[src/rtl/sarctl_pkg.sv]
/*
  Shared constants for the converter control block: timing counts,
  data width and reset values.
  Assumes a single 20 MHz system clock drives every file that imports it.
*/
package sarctl_pkg;

  // ----------------------------------------------------------------
  // Clock and timing
  // ----------------------------------------------------------------
  localparam int unsigned CLK_HZ          = 20_000_000;   // System clock rate
  localparam int unsigned CLK_PERIOD_NS   = 1_000_000_000 / CLK_HZ; // 50 ns
  localparam int unsigned START_LOW_NS    = 40;            // Least start-pulse width
  // Least time rounds up, and never below one cycle
  localparam int unsigned START_LOW_CYC_RAW = (START_LOW_NS + CLK_PERIOD_NS - 1) / CLK_PERIOD_NS;
  localparam int unsigned START_LOW_CYC   = (START_LOW_CYC_RAW < 1) ? 1 : START_LOW_CYC_RAW;
  localparam int unsigned CONV_CYC        = 30;            // Conversion length in cycles
  localparam int unsigned INIT_READS      = 3;             // Reads needed after power-up
  localparam int unsigned SPOIL_CONVS     = 3;             // Conversions spoiled before trim

  // ----------------------------------------------------------------
  // Data path
  // ----------------------------------------------------------------
  localparam int unsigned DATA_W          = 18;            // Result width
  localparam logic [17:0] DATA_RST        = 18'h0_0000;    // Latches after reset
  localparam logic [17:0] DATA_BAD        = 18'h3_FFFF;    // Marker for untrimmed result
  localparam logic [7:0]  CNT_RST         = 8'h00;         // Counter reset value
  localparam logic [1:0]  RD_CNT_RST      = 2'h0;          // Read counter reset value

  // ----------------------------------------------------------------
  // Control states, one-hot
  // ----------------------------------------------------------------
  typedef enum logic [2:0] {
    SARCTL_IDLE  = 3'b001,   // Acquiring, waiting for a start
    SARCTL_CONV  = 3'b010,   // Conversion running
    SARCTL_RESET = 3'b100    // Self-clearing internal reset
  } sarctl_state_t;

endpackage : sarctl_pkg

[src/rtl/sarctl_core.sv]
/*
  Converter control: conversion start, busy, self-clearing reset on
  select or start activity during a conversion, power-up trim reads
  and the three-state parallel result port.
  Assumes the host strobes are asynchronous pins; the analog result
  arrives as a level on sample_i at conversion end.
*/
// Overview of operation
// - Start low with select low begins conversion
// - Busy high during conversion, low at end
// - Drive data only when select and read low
// - Start falling mid-conversion with select low resets
// - Select falling mid-conversion also resets
// - Internal reset clears itself, no reset pin
// - Reset completion clears output latches to zero
// - Internal reset forces busy low
// - New acquisition begins at following busy fall
// - Early conversions: up to three results invalid until trim loads
// - Initialization reads load factory trim
`timescale 1ns/1ps
`default_nettype none
module sarctl_core
  import sarctl_pkg::*;
(
  input  wire logic                            clk_i,          // 20 MHz clock
  input  wire logic                            reset_i,        // Async reset, active high
  input  wire logic                            conversion_start_n_i, // Start strobe pin, low active
  input  wire logic                            cs_n_i,         // Chip select pin, low active
  input  wire logic                            rd_n_i,         // Read strobe pin, low active
  input  wire logic [sarctl_pkg::DATA_W-1:0]   sample_i,       // Result from analog core
  output logic                                 busy_o,         // Conversion running
  output logic                                 acq_o,          // Acquisition phase
  output logic                                 trim_ok_o,      // Trim loaded
  output logic [sarctl_pkg::DATA_W-1:0]        data_o,         // Parallel data out
  output logic                                 data_oe_n_o     // Data enable, low drives
);
  import sarctl_pkg::*;

  // ----------------------------------------------------------------
  // Pin synchronisation and edge detection
  // ----------------------------------------------------------------
  logic [2:0]    pins_s;                         // {start, select, read} synced
  logic          st_n_s, cs_n_s, rd_n_s;         // Individual synced pins
  logic          st_n_q, cs_n_q, rd_n_q;         // Previous synced values
  logic          st_fall, cs_fall, rd_rise;      // One-cycle edges

  sarctl_sync #(.W(3), .IDLE(3'b111)) u_sync (
    .clk_i   (clk_i),
    .reset_i (reset_i),
    .pin_i   ({conversion_start_n_i, cs_n_i, rd_n_i}),
    .sync_o  (pins_s)
  );

  assign st_n_s  = pins_s[2];
  assign cs_n_s  = pins_s[1];
  assign rd_n_s  = pins_s[0];
  assign st_fall = st_n_q & ~st_n_s;
  assign cs_fall = cs_n_q & ~cs_n_s;
  assign rd_rise = ~rd_n_q & rd_n_s;

  // Edge history, idle high so reset never fakes an edge
  always_ff @(posedge clk_i or posedge reset_i) begin
    if (reset_i) begin
      st_n_q <= 1'b1;
      cs_n_q <= 1'b1;
      rd_n_q <= 1'b1;
    end else begin
      st_n_q <= st_n_s;
      cs_n_q <= cs_n_s;
      rd_n_q <= rd_n_s;
    end
  end

  // ----------------------------------------------------------------
  // Start qualification
  // ----------------------------------------------------------------
  logic [7:0]    low_cnt_q;                      // Cycles start held low
  logic          start_ok;                       // Pulse wide enough

  // Count how long start stays low with select low
  always_ff @(posedge clk_i or posedge reset_i) begin
    if (reset_i) begin
      low_cnt_q <= CNT_RST;
    end else if (st_n_s || cs_n_s) begin
      low_cnt_q <= CNT_RST;
    end else if (low_cnt_q != 8'hFF) begin
      low_cnt_q <= low_cnt_q + 8'h01;
    end
  end

  // Synchroniser latency already exceeds 40 ns, so one sampled low suffices
  assign start_ok = (low_cnt_q == 8'(START_LOW_CYC - 1)) & ~st_n_s & ~cs_n_s;

  // ----------------------------------------------------------------
  // Control state machine
  // ----------------------------------------------------------------
  sarctl_state_t state_q;                        // Current state
  logic [7:0]    conv_cnt_q;                     // Conversion cycle count
  logic          abort;                          // Reset trigger during conversion
  logic          conv_done;                      // Conversion finishing

  assign abort     = (state_q == SARCTL_CONV) &&
                     ((st_fall && !cs_n_s) || cs_fall);
  assign conv_done = (state_q == SARCTL_CONV) && !abort &&
                     (conv_cnt_q == 8'(CONV_CYC - 1));

  // State advance; reset state lasts a single cycle then leaves by itself
  always_ff @(posedge clk_i or posedge reset_i) begin
    if (reset_i) begin
      state_q <= SARCTL_IDLE;
    end else begin
      case (state_q)
        SARCTL_IDLE: begin
          if (start_ok) state_q <= SARCTL_CONV;
        end
        SARCTL_CONV: begin
          if (abort) state_q <= SARCTL_RESET;
          else if (conv_done) state_q <= SARCTL_IDLE;
        end
        SARCTL_RESET: begin
          state_q <= SARCTL_IDLE;
        end
        default: begin
          state_q <= SARCTL_IDLE;                                    // Recover from bad code
        end
      endcase
    end
  end

  // Conversion length counter
  always_ff @(posedge clk_i or posedge reset_i) begin
    if (reset_i) begin
      conv_cnt_q <= CNT_RST;
    end else if (state_q != SARCTL_CONV) begin
      conv_cnt_q <= CNT_RST;
    end else begin
      conv_cnt_q <= conv_cnt_q + 8'h01;
    end
  end

  // Busy tracks the conversion; abort drops it at once
  always_ff @(posedge clk_i or posedge reset_i) begin
    if (reset_i) begin
      busy_o <= 1'b0;
    end else if (abort || conv_done) begin
      busy_o <= 1'b0;
    end else if (state_q == SARCTL_IDLE && start_ok) begin
      busy_o <= 1'b1;
    end
  end

  // Acquisition restarts on the busy fall, including after an abort
  always_ff @(posedge clk_i or posedge reset_i) begin
    if (reset_i) begin
      acq_o <= 1'b1;
    end else if (abort || conv_done) begin
      acq_o <= 1'b1;
    end else if (state_q == SARCTL_IDLE && start_ok) begin
      acq_o <= 1'b0;
    end
  end

  // ----------------------------------------------------------------
  // Power-up trim loading
  // ----------------------------------------------------------------
  logic [1:0]    rd_cnt_q;                       // Completed read cycles
  logic [1:0]    spoil_cnt_q;                    // Spoiled conversions so far

  // Each read rising edge completes one cycle; stops at three
  always_ff @(posedge clk_i or posedge reset_i) begin
    if (reset_i) begin
      rd_cnt_q  <= RD_CNT_RST;
      trim_ok_o <= 1'b0;
    end else if (!trim_ok_o && rd_rise) begin
      rd_cnt_q  <= rd_cnt_q + 2'h1;
      trim_ok_o <= (rd_cnt_q == 2'(INIT_READS - 1));
    end
  end

  // Conversions finished before trim are counted, up to three
  always_ff @(posedge clk_i or posedge reset_i) begin
    if (reset_i) begin
      spoil_cnt_q <= RD_CNT_RST;
    end else if (conv_done && !trim_ok_o && spoil_cnt_q != 2'(SPOIL_CONVS)) begin
      spoil_cnt_q <= spoil_cnt_q + 2'h1;
    end
  end

  // ----------------------------------------------------------------
  // Output latch and three-state control
  // ----------------------------------------------------------------
  logic [DATA_W-1:0] result_q;                   // Latched result

  // Abort clears latch; only a finished conversion loads it
  always_ff @(posedge clk_i or posedge reset_i) begin
    if (reset_i) begin
      result_q <= DATA_RST;
    end else if (state_q == SARCTL_RESET) begin
      result_q <= DATA_RST;
    end else if (conv_done) begin
      // Untrimmed converter gives garbage for the first three results
      result_q <= (!trim_ok_o && spoil_cnt_q != 2'(SPOIL_CONVS)) ?
                  DATA_BAD : sample_i;
    end
  end

  // Pins driven only when select and read are both low
  always_ff @(posedge clk_i or posedge reset_i) begin
    if (reset_i) begin
      data_o      <= DATA_RST;
      data_oe_n_o <= 1'b1;
    end else begin
      data_o      <= result_q;
      data_oe_n_o <= cs_n_s | rd_n_s;
    end
  end

  // ----------------------------------------------------------------
  // Checks
  // ----------------------------------------------------------------
  AST_ABORT_DROPS_BUSY: assert property (@(posedge clk_i) disable iff (reset_i)
    abort |=> !busy_o && state_q == SARCTL_RESET)
    else $error("Busy not dropped on internal reset");
  AST_RESET_SELF_CLEARS: assert property (@(posedge clk_i) disable iff (reset_i)
    state_q == SARCTL_RESET |=> state_q == SARCTL_IDLE)
    else $error("Internal reset did not release");
  AST_LATCH_ZERO: assert property (@(posedge clk_i) disable iff (reset_i)
    state_q == SARCTL_RESET |=> result_q == DATA_RST ##1 data_o == DATA_RST)
    else $error("Latch not cleared by internal reset");
  AST_START_BUSY: assert property (@(posedge clk_i) disable iff (reset_i)
    state_q == SARCTL_IDLE && start_ok |=> busy_o && !acq_o)
    else $error("Start did not raise busy");
  AST_BUSY_LENGTH: assert property (@(posedge clk_i) disable iff (reset_i)
    $rose(busy_o) |-> busy_o throughout (##[1:29] (!busy_o || abort || conv_done)))
    else $error("Busy fell early");
  AST_DRIVE_GATE: assert property (@(posedge clk_i) disable iff (reset_i)
    !data_oe_n_o |-> !$past(cs_n_s) && !$past(rd_n_s))
    else $error("Data driven without select and read");
  AST_SELECT_ABORT: assert property (@(posedge clk_i) disable iff (reset_i)
    state_q == SARCTL_CONV && cs_fall |=> state_q == SARCTL_RESET)
    else $error("Select fall did not reset");
  AST_ACQ_AFTER_ABORT: assert property (@(posedge clk_i) disable iff (reset_i)
    abort |=> acq_o && $fell(busy_o))
    else $error("Acquisition not restarted");
  AST_TRIM_AFTER_THREE: assert property (@(posedge clk_i) disable iff (reset_i)
    $rose(trim_ok_o) |-> $past(rd_cnt_q) == 2'h2)
    else $error("Trim flag on wrong read count");
  AST_UNTRIMMED_BAD: assert property (@(posedge clk_i) disable iff (reset_i)
    conv_done && !trim_ok_o && spoil_cnt_q == 2'h0 |=> result_q == DATA_BAD)
    else $error("Untrimmed result not marked invalid");

endmodule : sarctl_core
`default_nettype wire

[src/rtl/sarctl_sync.sv]
/*
  Two-flop synchroniser for a vector of pin levels.
  Assumes inputs are asynchronous to clk_i; reset forces a chosen idle level.
*/
`timescale 1ns/1ps
`default_nettype none
module sarctl_sync #(
  parameter int unsigned W       = 3,           // Number of pins
  parameter logic [2:0]  IDLE    = 3'b111       // Level held during reset
) (
  input  wire logic         clk_i,              // System clock
  input  wire logic         reset_i,            // Async reset, active high
  input  wire logic [W-1:0] pin_i,              // Raw pin levels
  output logic      [W-1:0] sync_o              // Synchronised levels
);

  // ----------------------------------------------------------------
  // Stages
  // ----------------------------------------------------------------
  logic [W-1:0] meta_q;                         // First stage, read only by second

  // First and second stage; only sync_o leaves this module
  always_ff @(posedge clk_i or posedge reset_i) begin
    if (reset_i) begin
      meta_q <= IDLE[W-1:0];
      sync_o <= IDLE[W-1:0];
    end else begin
      meta_q <= pin_i;
      sync_o <= meta_q;
    end
  end

endmodule : sarctl_sync
`default_nettype wire

[config.mk]
export PLATFORM = sky130hd
export DESIGN_NAME = sarctl_core
export DESIGN_NICKNAME = d
export VERILOG_FILES = /design/src/rtl/sarctl_pkg.sv /design/src/rtl/sarctl_core.sv /design/src/rtl/sarctl_sync.sv
export SDC_FILE = /design/constraint.sdc
export NUM_CORES = 1
export LEC_CHECK = 0
export ABC_CLOCK_PERIOD_IN_PS = 2200
export BUFFER_PORTS_ARGS = -buffer_cell sky130_fd_sc_hd__buf_2
export CAP_MARGIN = 5
export CORE_ASPECT_RATIO = 2
export CORE_MARGIN = 4
export CORE_UTILIZATION = 33
export CTS_BUF_LIST = sky130_fd_sc_hd__clkbuf_4
export CTS_CLUSTER_DIAMETER = 150
export DETAILED_ROUTE_END_ITERATION = 6
export GPL_TIMING_DRIVEN = 0
export SLEW_MARGIN = 30
export SYNTH_ARGS = -nofsm -noshare
export SYNTH_HDL_FRONTEND = slang
export SYNTH_SLANG_ARGS = --single-unit
[constraint.sdc]
create_clock -name clk_i -period 2.2 [get_ports clk_i]
set_input_delay 0.11 -clock clk_i [delete_from_list [all_inputs] [get_ports clk_i]]
set_output_delay 0.11 -clock clk_i [all_outputs]
set_load 0.005 [all_outputs]
* Yosys cells after proc, flatten, opt, wreduce, memory -nomap -nowiden
Index checks and enable logic that the tools add are counted.
** Operators by class
- Add/sub/neg operators :: 4
- Eq/ne operators :: 10
- Mux-type cells :: 14
- Bitwise operators :: 9
- Reduce and logical (&&, ||, !) cells :: 20
** Operators with widths (count)
- 18-bit 2-to-1 mux :: 3
- 8-bit 2-to-1 mux :: 3
- 8-bit by 1-bit adder with 8-bit output, second input constant :: 2
- 1-bit logical AND :: 9
- 3-bit 2-to-1 mux :: 3
- 8-bit by 5-bit == test with 1-bit output, second input constant :: 1
- 8-bit zero test :: 1
- 8-bit != test, second input constant :: 1
- 3-bit case mux with 2 select lines :: 1
- 2-bit nonzero test :: 3
- 1-bit bitwise AND :: 5
- 2-bit by 1-bit adder with 2-bit output, second input constant :: 2
- 1-bit 2-to-1 mux :: 4
- 2-bit != test, second input constant :: 2
- 3-bit by 1-bit == test with 1-bit output, second input constant :: 1
- 3-bit by 2-bit == test with 1-bit output, second input constant :: 1
- 3-bit == test, second input constant :: 1
- 1-bit zero test :: 3
- 1-bit logical OR :: 3
- 3-bit by 2-bit != test with 1-bit output, second input constant :: 1
- 3-bit != test, second input constant :: 1
- 1-bit inverter :: 3
- 2-bit == test, second input constant :: 1
- 2-bit AND reduction :: 1
- 1-bit bitwise OR :: 1
** Storage, ports and cells
- Bits in registers :: 72
- Bits of input ports :: 23
- Output and inout bits :: 22
- Word-level logic and storage cells :: 73

* Logic depth before layout (Yosys ltp)
Gate-level depths: netlist (run 1).
- Depth in word-level cells :: 11
- Gate-level depth with buffers :: 8
- Depth with buffers taken out :: 6

* By module
From an unflattened synthesis (run 1), not the netlist that was laid out.
** Second synthesis, totals
- Cell total of the unflattened synthesis :: 236
- Area total of the unflattened synthesis :: 2829.0 µm²
** Modules (own cells, without submodules)
- sarctl_core :: instances 1, cells an instance 229, area each 2667.6 µm², seq. area each 1659.1 µm²
- sarctl_sync :: instances 1, cells an instance 7, area each 161.4 µm², seq. area each 157.7 µm²

* Least setup slack after synthesis (run 1)
Ideal clock, no wire load.
- Kind :: flip-flop to flip-flop
- Start point :: register spoil_cnt_q[0]
- End point :: register spoil_cnt_q[1]
- Library setup time :: 0.125 ns
- Data arrival time :: 1.394 ns
- Required time :: 2.075 ns
- Path slack :: 0.681 ns
- Stages on the path, launching flop included :: 5
- Path buffers :: 0
- Period minus slack after synthesis :: 1.519 ns
- Cells stage by stage :: dfrtp_1 > ha_1 > nor2_1 > nand4_1 > mux2_2
** Between the ends
- Cells in the longest elaborated chain, start to end :: 2
- Elaborated cells between the ends (all ways) :: 3
- Classes of those cells :: add/sub (1); eq/ne (1); reduce/logical (1)
** RTL lines
- start, declared :: line sarctl_core.sv:167 : logic [1:0] spoil_cnt_q;
- start signal, assigned :: line sarctl_core.sv:185 : spoil_cnt_q <= spoil_cnt_q + 2'h1;
- branches (longest 2 deep; another with 2-bit by 1-bit adder with 2-bit output)
Parallel ways; which one is timed is not known.
A chain may end at the register's enable or synchronous reset.

* Worst setup path after layout (run 1)
- Start point :: register spoil_cnt_q[0]
- End point :: register result_q[2]
** Between the ends
- Cells in the longest elaborated chain, start to end :: 5
** RTL lines
- 2-bit != test :: line sarctl_core.sv:202 : result_q <= (!trim_ok_o && spoil_cnt_q != 2'(SPOIL_CONVS)) ?
- 1-bit logical AND :: line sarctl_core.sv:202
- 18-bit 2-to-1 mux :: line sarctl_core.sv:202
- 18-bit 2-to-1 mux :: line sarctl_core.sv:200 : end else if (conv_done) begin
- 18-bit 2-to-1 mux :: line sarctl_core.sv:198 : end else if (state_q == SARCTL_RESET) begin
- end signal, assigned :: line sarctl_core.sv:202
- end, declared :: line sarctl_core.sv:192 : logic [DATA_W-1:0] result_q;
Every way passes these cells. The select of a mux whose other input is x is not followed.

==> qor.csv, run 1 <==
stage,metric,value,unit
route,dr.max_layer_used,met4,
synthesis,synth_xor_area_share,2.87,%
floorplanning,start_util,34.4,%
timing,fin_skew,0.0206,ns
global_routing,grt_max_degree,42,
flow_run,drv_cap,0,
timing,timing.final.ws_setup,0.282,ns
final_layout,final_common_cell,dfrtp_1,
global_routing,grt_remaining_overflow,0,
synthesis,netlist_area,2750,um^2
synthesis,synthFlopType,dfrtp_1,
route,routed-via-count,2005,
route,met2_length,2980,um
setup_path,cp_max_fo,10,
route,wl_met3,190,um
synthesis,synth_top_family_by_area,simple AND/OR/NAND/NOR gates,
global_routing,antenna_found_initial,1,
synthesis,synth_fa_ha_area_share,2.73,%
route,drt_wl_total,5630,um
route,via_per_inst,4.87,
power_and_ir_drop,leakagePower,1.55,nW
clock_tree,cts.sinks,72,
floorplanning,row_count,46,
route,ant_nets,0,
clock_tree,cts_tree,done,
synthesis,syn_avg_cell_area,11.8,um^2
route,drtPass1Iterations,4,
route,initialDrtViolationCount,148,
clock_tree,cts_root_buf,clkbuf_4,
setup_path,required,2.54,ns
floorplanning,pin_count,45,
synthesis,synth-simple-area-share,16.3,%
synthesis,synthArstFlopShare,100,%
power_and_ir_drop,ir_drop,334,uV
setup_path,path_class,reg -> reg,
synthesis,synth_warnings,0,
floorplanning,die_height,137,um
floorplanning,core_area,8000,um^2
setup_path,start_kind,flop,
floorplanning,chipWidth,72.5,um
timing,finalSetupViolCount,0,
timing,relSlewSlack,51.9,%
timing,post-route-period-util,87.2,%
outcome,status,finished clean,
placed_design,gp_congestion,0.749,
clock_tree,postCtsSetupBuffers,0,
timing,slew_viol_final,0,
placed_design,hpwlAfterDp,3780,um
global_routing,grt_util_all_layers,12.5,%
route,route.detailed.drc,0,
route,detail_route.wl_per_cell,13.7,um
timing,min_period,1.92,ns
final_layout,syn_to_final_growth,26.5,%
final_layout,drive_gt1_share,27.6,%
setup_path,worstPathArrival,2.26,ns
final_layout,finalInstanceArea,3480,um^2
clock_tree,numCtsBuffers,9,
synthesis,synthMuxAreaShare,1.18,%
placed_design,dpl-instance-area,3110,um^2
timing,fmax,521,MHz
synthesis,synth_edf_count,0,
setup_path,cp-end-kind,flop,
power_and_ir_drop,power,2.64,mW
timing,hold_violations,0,
worst_hold_path,min_path_type,in -> async,
timing,rsz0062_at_grt,no,
clock_tree,path_clk_slew,0.11,ns
power_and_ir_drop,power_density,760,nW/um^2
placed_design,io_buffers,44,
synthesis,synth_compound_area_share,8.42,%
global_routing,grt_pass1_vias,2008,
synthesis,netlist_instances,232,
synthesis,synth_cell_types,40,
synthesis,ys_ff_latch,72,
route,wl_met1,2270,um
final_layout,final_nets,339,
synthesis,yosysSeqAreaShare,66.1,%
final_layout,fin_util,43.5,%
timing,worstMarginPinSlew,0.719,ns
timing,setup_tns,0,ns
clock_tree,clock_latency,0.42,ns
clock_tree,cts.htree.levels,3,
clock_tree,clockBufferDepth,2,
synthesis,synth_nets,261,
global_routing,grt_pass1_wl,9520,um
placed_design,pre_cts_ws,0.277,ns
floorplanning,dieArea,9940,um^2
final_layout,layout_common_cells,"dfrtp_1, buf_2, nor2_1, nand2_1, dlygate4sd3_1",
==> state kept, by name, indices dropped and copies added, names as in the netlist <==
| name | count |
|---|---|
| data_o | 18 |
| busy_o | 1 |
| acq_o | 1 |
| u_sync.sync_o | 3 |
| rd_cnt_q | 2 |
| cs_n_q | 1 |
| conv_cnt_q | 8 |
| state_q | 3 |
| spoil_cnt_q | 2 |
| low_cnt_q | 8 |
| result_q | 18 |
| u_sync.meta_q | 3 |
| trim_ok_o | 1 |
| rd_n_q | 1 |
| st_n_q | 1 |
| data_oe_n_o | 1 |
==> routing by layer <==
metal | global-route usage [%] | vias up
met4 | 8.01 | 0
li1 | - | 953
met1 | 15.2 | 984
met3 | 2.79 | 17
met2 | 19.5 | 51
met5 | 0 | -
==> through the flow <==
stage | hold WS, ns | std cells
after CTS | 0.221 | 411
final | 0.225 | 412
after global placement | 0.217 | 372
after global routing | 0.249 | 412
after floorplan | 0.114 | 232
after detailed placement | 0.145 | 373
==> path summary, 6_finish.rpt <==
path	from	to	slack, ns	cells after the start
max	spoil_cnt_q[0]	result_q[2]	0.28	5
min	reset_i	conv_cnt_q[1]	0.23	3
max reg2reg	spoil_cnt_q[0]	result_q[2]	0.28	5
min reg2reg	u_sync.meta_q[0]	u_sync.sync_o[0]	0.36	0
max in group asynchronous	reset_i	state_q[0]	1.38	4
min in group clk_i	conversion_start_n_i	u_sync.meta_q[2]	0.33	2
==> cell families (layout without fill, tap and decap cells) <==
family / Yosys count / in the layout
simple gates: 93 / 93
xor+xnor: 9 / 9
compound gates: 36 / 36
fa+ha+maj: 6 / 6
mux: 3 / 3
buf+inv: 13 / 96
flops: 72 / 72
other cells: 0 / 1
==> synthesized netlist by cell type, drive strengths merged (2+ instances only) <==
master	n	area (um^2)
dfstp	12	315
nand3b	5	37.5
o21bai	2	18.8
or2	2	12.5
o21ai	5	25.0
inv	7	26.3
xnor2	4	35.0
nand3	8	45.0
nand4	2	12.5
dfrtp	60	1500
or3	3	18.8
clkbuf	2	7.51
xor2	5	43.8
nor4	2	27.5
mux2	2	22.5
a21oi	4	20.0
nand2	25	93.8
ha	6	75.1
nor2	37	139
and3	4	25.0
buf	4	31.3
o22ai	18	113
==> power breakdown <==
part	internal [mW]	leakage [nW]	total, mW	switching (mW)
clock	0.365	0.0770	0.842	0.477
combinational	0.149	0.701	0.318	0.169
sequential	1.43	0.771	1.48	0.0531
==> layout make-up <==
cell class / instances / area (um^2)
clock inverter: 6 / 68.8
buffer: 6 / 38.8
tap: 96 / 120
sequential: 72 / 1820
multi-input combinational: 147 / 867
inverter: 7 / 28.8
antenna: 1 / 2.50
clock buffer: 10 / 75.1
fill: 756 / 4520
timing repair buffer: 67 / 460
==> repair_timing <==
action,4_1_cts,5_1_grt
gates resized for setup,0,0
endpoints found under the hold margin,48,0
hold buffers,22,0
==> critical path, stage by stage (launching register included) <==
cell and delay [ns]:
dfrtp_1 0.41, ha_1 0.20, nor2_1 0.55, clkbuf_1 0.46, nor2_1 0.08, o22ai_1 0.15
No activity file was read; power rests on OpenSTA's default activity.
==> inputs of run 2 (changes only) <==
- CORE_ASPECT_RATIO: 2 -> default
- PLACE_DENSITY_LB_ADDON: default -> 0.2
==> qor.csv, run 2 (synthesis gave the netlist of run 1 again) <==
stage,metric,value,unit
outcome,status,finished clean,
final_layout,layout.cells.non_filler,420,
clock_tree,clockBufferDepth,2,
final_layout,n_fill_cell,787,
global_routing,grt_remaining_overflow,0,
route,ant_nets,0,
floorplanning,row_count,33,
setup_path,start_kind,flop,
power_and_ir_drop,switching_power,684,uW
global_routing,antenna_found_initial,0,
timing,rsz0062_at_grt,no,
final_layout,layout_common_cells,"dfrtp_1, buf_2, nor2_1, nand2_1, dlygate4sd3_1",
clock_tree,cts_resized,0,
timing,slew_viol_final,0,
placed_design,dpl-instance-area,3120,um^2
power_and_ir_drop,p_clk_share,28.4,%
final_layout,final_nets,339,
route,drtPass1Iterations,4,
setup_path,required,2.55,ns
final_layout,reg.largest.list,"data_o (18), result_q (18)",
setup_path,r2r_setup_slack,0.28,ns
setup_path,path_class,reg -> reg,
final_layout,finalInstanceArea,3460,um^2
timing,post-route-period-util,87.4,%
floorplanning,dieArea,9850,um^2
power_and_ir_drop,netSwitchingFraction,27.2,%
setup_path,worstPathArrival,2.27,ns
floorplanning,start_util,33.6,%
clock_tree,numCtsBuffers,9,
worst_hold_path,min_path_type,in -> async,
timing,fin_skew,0.0170,ns
setup_path,cp-end-kind,flop,
clock_tree,clock_latency,0.42,ns
clock_tree,cts_tree,done,
power_and_ir_drop,ir_drop,266,uV
timing,worstMarginPinSlew,0.720,ns
timing,hold_violations,0,
final_layout,fin_util,42.4,%
clock_tree,cts_hold_buf,22,
final_layout,diodes,0,
setup_path,ff2ff_path_depth,5,
power_and_ir_drop,power_frac_seq,59.1,%
setup_path,timing.rr.start,spoil_cnt_q[0],
placed_design,hpwlAfterDp,3520,um
timing,relSlewSlack,51.9,%
route,initialDrtViolationCount,88,
route,drt_wl_total,5280,um
global_routing,grt_pass1_vias,1895,
global_routing,grt_max_degree,42,
final_layout,register_area,1820,um^2
clock_tree,cts_root_buf,clkbuf_4,
setup_path,worstSetupStartpoint,spoil_cnt_q[0],
power_and_ir_drop,internal_power,1.83,mW
timing,setup_tns,0,ns
route,detail_route.wl_per_cell,12.6,um
timing,hold_slack,0.230,ns
route,routed-via-count,1902,
power_and_ir_drop,power_density,725,nW/um^2
final_layout,multi_input_area,867,um^2
clock_tree,path_clk_slew,0.12,ns
setup_path,timing.rr.end,result_q[5],
floorplanning,pin_count,45,
timing,finalSetupViolCount,0,
final_layout,syn_to_final_growth,26.0,%
setup_path,endpoint,result_q[5],
timing,fmax,520,MHz
power_and_ir_drop,leakagePower,1.53,nW
power_and_ir_drop,combPwrFrac,12.5,%
floorplanning,core_area,8180,um^2
floorplanning,die_height,99.3,um
clock_tree,cts.htree.levels,3,
route,route.detailed.drc,0,
global_routing,grt_util_all_layers,11.7,%
timing,min_period,1.92,ns
placed_design,placedCellCount,382,
final_layout,drive_gt1_share,27.6,%
route,via_per_inst,4.53,
placed_design,gp_congestion,0.760,
floorplanning,chipWidth,99.3,um
global_routing,grt_pass1_wl,9040,um
final_layout,final_common_cell,dfrtp_1,
clock_tree,cts.sinks,72,
flow_run,drv_cap,0,
setup_path,cp_max_fo,10,
clock_tree,postCtsSetupBuffers,0,
placed_design,io_buffers,44,
run 2: cell count changes in the layout (fill, tap and decap cells not counted):
cell and delta:
diode_2 -1, clkinv_4 -1, clkinvlp_4 +2, bufinv_16 -1
run 2: final cells by class:
| class | instances | area share (%) |
|---|---|---|
| sequential | 72 | 52.5 |
| multi-input combinational | 147 | 25.0 |
| timing repair buffer | 67 | 13.3 |
| tap | 105 | 3.79 |
| clock buffer | 10 | 2.17 |
| clock inverter | 6 | 1.30 |
| buffer | 6 | 1.12 |
| inverter | 7 | 0.831 |
run 2: routing by layer:
layer  track usage [%]  up-vias  wire, um
met4              4.41        0        80
met5                 0        -         0
met1              15.1      897      2480
met2              17.6       45      2410
li1                  -      952         -
met3              5.19        8       312
run 2: per-stage QoR:
| step | total power, mW | worst slack [ns] |
|---|---|---|
| after global placement | 1.79 | -0.636 |
| after CTS | 2.56 | 0.260 |
| final | 2.51 | 0.277 |
| after detailed placement | 1.80 | 0.293 |
| after global routing | 2.67 | 0.0293 |
| after floorplan | 1.68 | 0.285 |
run 2: how the worst min path moves through the flow:
stage	start	slack, ns	to
floorplan	rd_n_i	0.11	u_sync.meta_q[0]
global placement	rd_n_i	0.22	u_sync.meta_q[0]
detailed placement	reset_i	0.15	low_cnt_q[4]
CTS	reset_i	0.22	spoil_cnt_q[1]
global route	reset_i	0.22	spoil_cnt_q[1]
finish	reset_i	0.23	spoil_cnt_q[1]
run 2: power groups by stage:
stage	logic (mW)	registers (mW)	clock network, mW
CTS	0.323	1.49	0.755
finish	0.315	1.48	0.713
detailed placement	0.293	1.51	0
global route	0.361	1.50	0.808
global placement	0.283	1.51	0
floorplan	0.175	1.50	0
run 2: worst max-delay path: stages, from the launching register on:
cell and delay (ns):
dfrtp_1 0.42, ha_1 0.20, nor2_1 0.55, clkbuf_1 0.45, nor2_1 0.09, o22ai_1 0.15
==> inputs of run 3 (changes only) <==
- CORE_UTILIZATION: 33 -> 45
==> qor.csv, run 3 (synthesis gave the netlist of run 1 again) <==
stage,metric,value,unit
timing,min_period,1.97,ns
clock_tree,cts_tree,done,
global_routing,grt_pass1_wl,9070,um
placed_design,gp_congestion,0.802,
timing,rsz0062_at_grt,no,
global_routing,grt_max_degree,49,
setup_path,ff2ff_path_depth,5,
timing,fmax,507,MHz
timing,relSlewSlack,50.6,%
route,route.detailed.drc,0,
route,drtPass1Iterations,4,
final_layout,layout.cells.non_filler,390,
global_routing,grt_util_all_layers,15.7,%
clock_tree,clockBufferDepth,2,
placed_design,placedCellCount,352,
placed_design,pre_cts_ws,0.368,ns
clock_tree,cts_hold_buf,22,
floorplanning,die_height,86.2,um
route,drt_wl_total,5240,um
final_layout,final_common_cell,dfrtp_1,
setup_path,start_kind,flop,
final_layout,syn_to_final_growth,27.4,%
clock_tree,numCtsBuffers,9,
setup_path,cp_max_fo,10,
final_layout,final_nets,339,
floorplanning,chipWidth,86.2,um
timing,timing.final.ws_setup,0.227,ns
setup_path,r2r_setup_slack,0.23,ns
flow_run,drv_cap,0,
timing,fin_skew,0.00849,ns
clock_tree,path_clk_slew,0.12,ns
timing,post-route-period-util,89.7,%
setup_path,worstPathArrival,2.32,ns
power_and_ir_drop,leakagePower,1.57,nW
timing,slew_viol_final,0,
floorplanning,pin_count,45,
global_routing,antenna_found_initial,0,
clock_tree,cts.htree.levels,3,
power_and_ir_drop,power_density,819,nW/um^2
power_and_ir_drop,ir_drop,489,uV
route,routed-via-count,1956,
final_layout,drive_gt1_share,27.6,%
final_layout,reg.largest.list,"data_o (18), result_q (18)",
route,ant_nets,0,
floorplanning,core_area,5920,um^2
floorplanning,row_count,28,
floorplanning,start_util,46.4,%
global_routing,grt_remaining_overflow,0,
global_routing,grt_pass1_vias,1910,
route,detail_route.wl_per_cell,13.4,um
clock_tree,cts.sinks,72,
setup_path,required,2.55,ns
setup_path,cp-end-kind,flop,
setup_path,timing.rr.start,spoil_cnt_q[0],
worst_hold_path,min_path_type,in -> async,
placed_design,io_buffers,44,
route,via_per_inst,5.02,
placed_design,hpwlAfterDp,3300,um
floorplanning,dieArea,7420,um^2
clock_tree,cts_root_buf,clkbuf_4,
setup_path,path_class,reg -> reg,
final_layout,layout_common_cells,"dfrtp_1, buf_2, nor2_1, nand2_1, dlygate4sd3_1",
route,initialDrtViolationCount,44,
outcome,status,finished clean,
timing,worstMarginPinSlew,0.739,ns
clock_tree,cts_resized,0,
setup_path,timing.rr.end,result_q[8],
timing,hold_violations,0,
final_layout,diodes,0,
timing,finalSetupViolCount,0,
clock_tree,clock_latency,0.42,ns
clock_tree,postCtsSetupBuffers,0,
==> run 3: cell types whose count changed in the layout (fill, tap and decap cells not counted), sizes merged <==
cell,previous run,this run
clkinv,2,3
clkinvlp,3,1
inv,8,7
clkbuf,12,11
bufinv,0,3
==> run 3: worst max path at each step <==
stage	from	endpoint	slack, ns	cells past startpoint
6_report	spoil_cnt_q[0]	result_q[8]	0.23	5
5_1_grt	spoil_cnt_q[0]	result_q[5]	0.12	5
3_5_place_dp	spoil_cnt_q[0]	result_q[8]	0.37	5
3_3_place_gp	reset_i	low_cnt_q[1]	-0.51	2
2_1_floorplan	reset_i	busy_o	0.28	1
4_1_cts	spoil_cnt_q[0]	result_q[8]	0.28	5
==> run 3: critical path, stage by stage (launching register included) <==
cell and delay, ns:
dfrtp_1 0.42, ha_1 0.20, nor2_1 0.56, clkbuf_1 0.45, nor2_1 0.12, o22ai_1 0.15
==> run 3: final cells by class <==
class | count | area (um^2)
repair buffers | 67 | 468
fillers | 503 | 2420
clock inverters | 7 | 120
inverters | 7 | 28.8
flip-flops and latches | 72 | 1820
well taps | 75 | 93.8
plain buffers | 6 | 38.8
clock buffers | 9 | 67.6
multi-input cells | 147 | 867
==> run 3: per-stage QoR <==
stage / total power [mW] / area [um^2] / hold slack [ns] / setup TNS [ns] / utilization [%]
after floorplan: 1.68 / 2750 / 0.114 / 0 / -
after global placement: 1.78 / 3060 / 0.215 / -30.61 / 51.7
after detailed placement: 1.80 / 3090 / 0.104 / 0 / 52.2
after CTS: 2.89 / 3500 / 0.173 / 0 / 59.1
after global routing: 3.02 / 3500 / 0.193 / 0 / 59.1
final: 2.87 / 3500 / 0.195 / 0 / 59.1
==> run 3: per-layer routing <==
metal  GRT usage (%)  vias to the layer above  routed length (um)
met1            20.6                      950                2400
met5               0                        -                   0
met3            5.38                        9                 306
met4            5.61                        0                  92
li1                -                      952                   -
met2            24.4                       45                2440
==> run 3: where the power goes <==
group          switching (mW)  internal, mW  leakage [nW]
sequential             0.0509          1.43         0.771
clock                   0.481         0.576        0.0961
combinational           0.175         0.152         0.704
total                   0.707          2.16          1.57
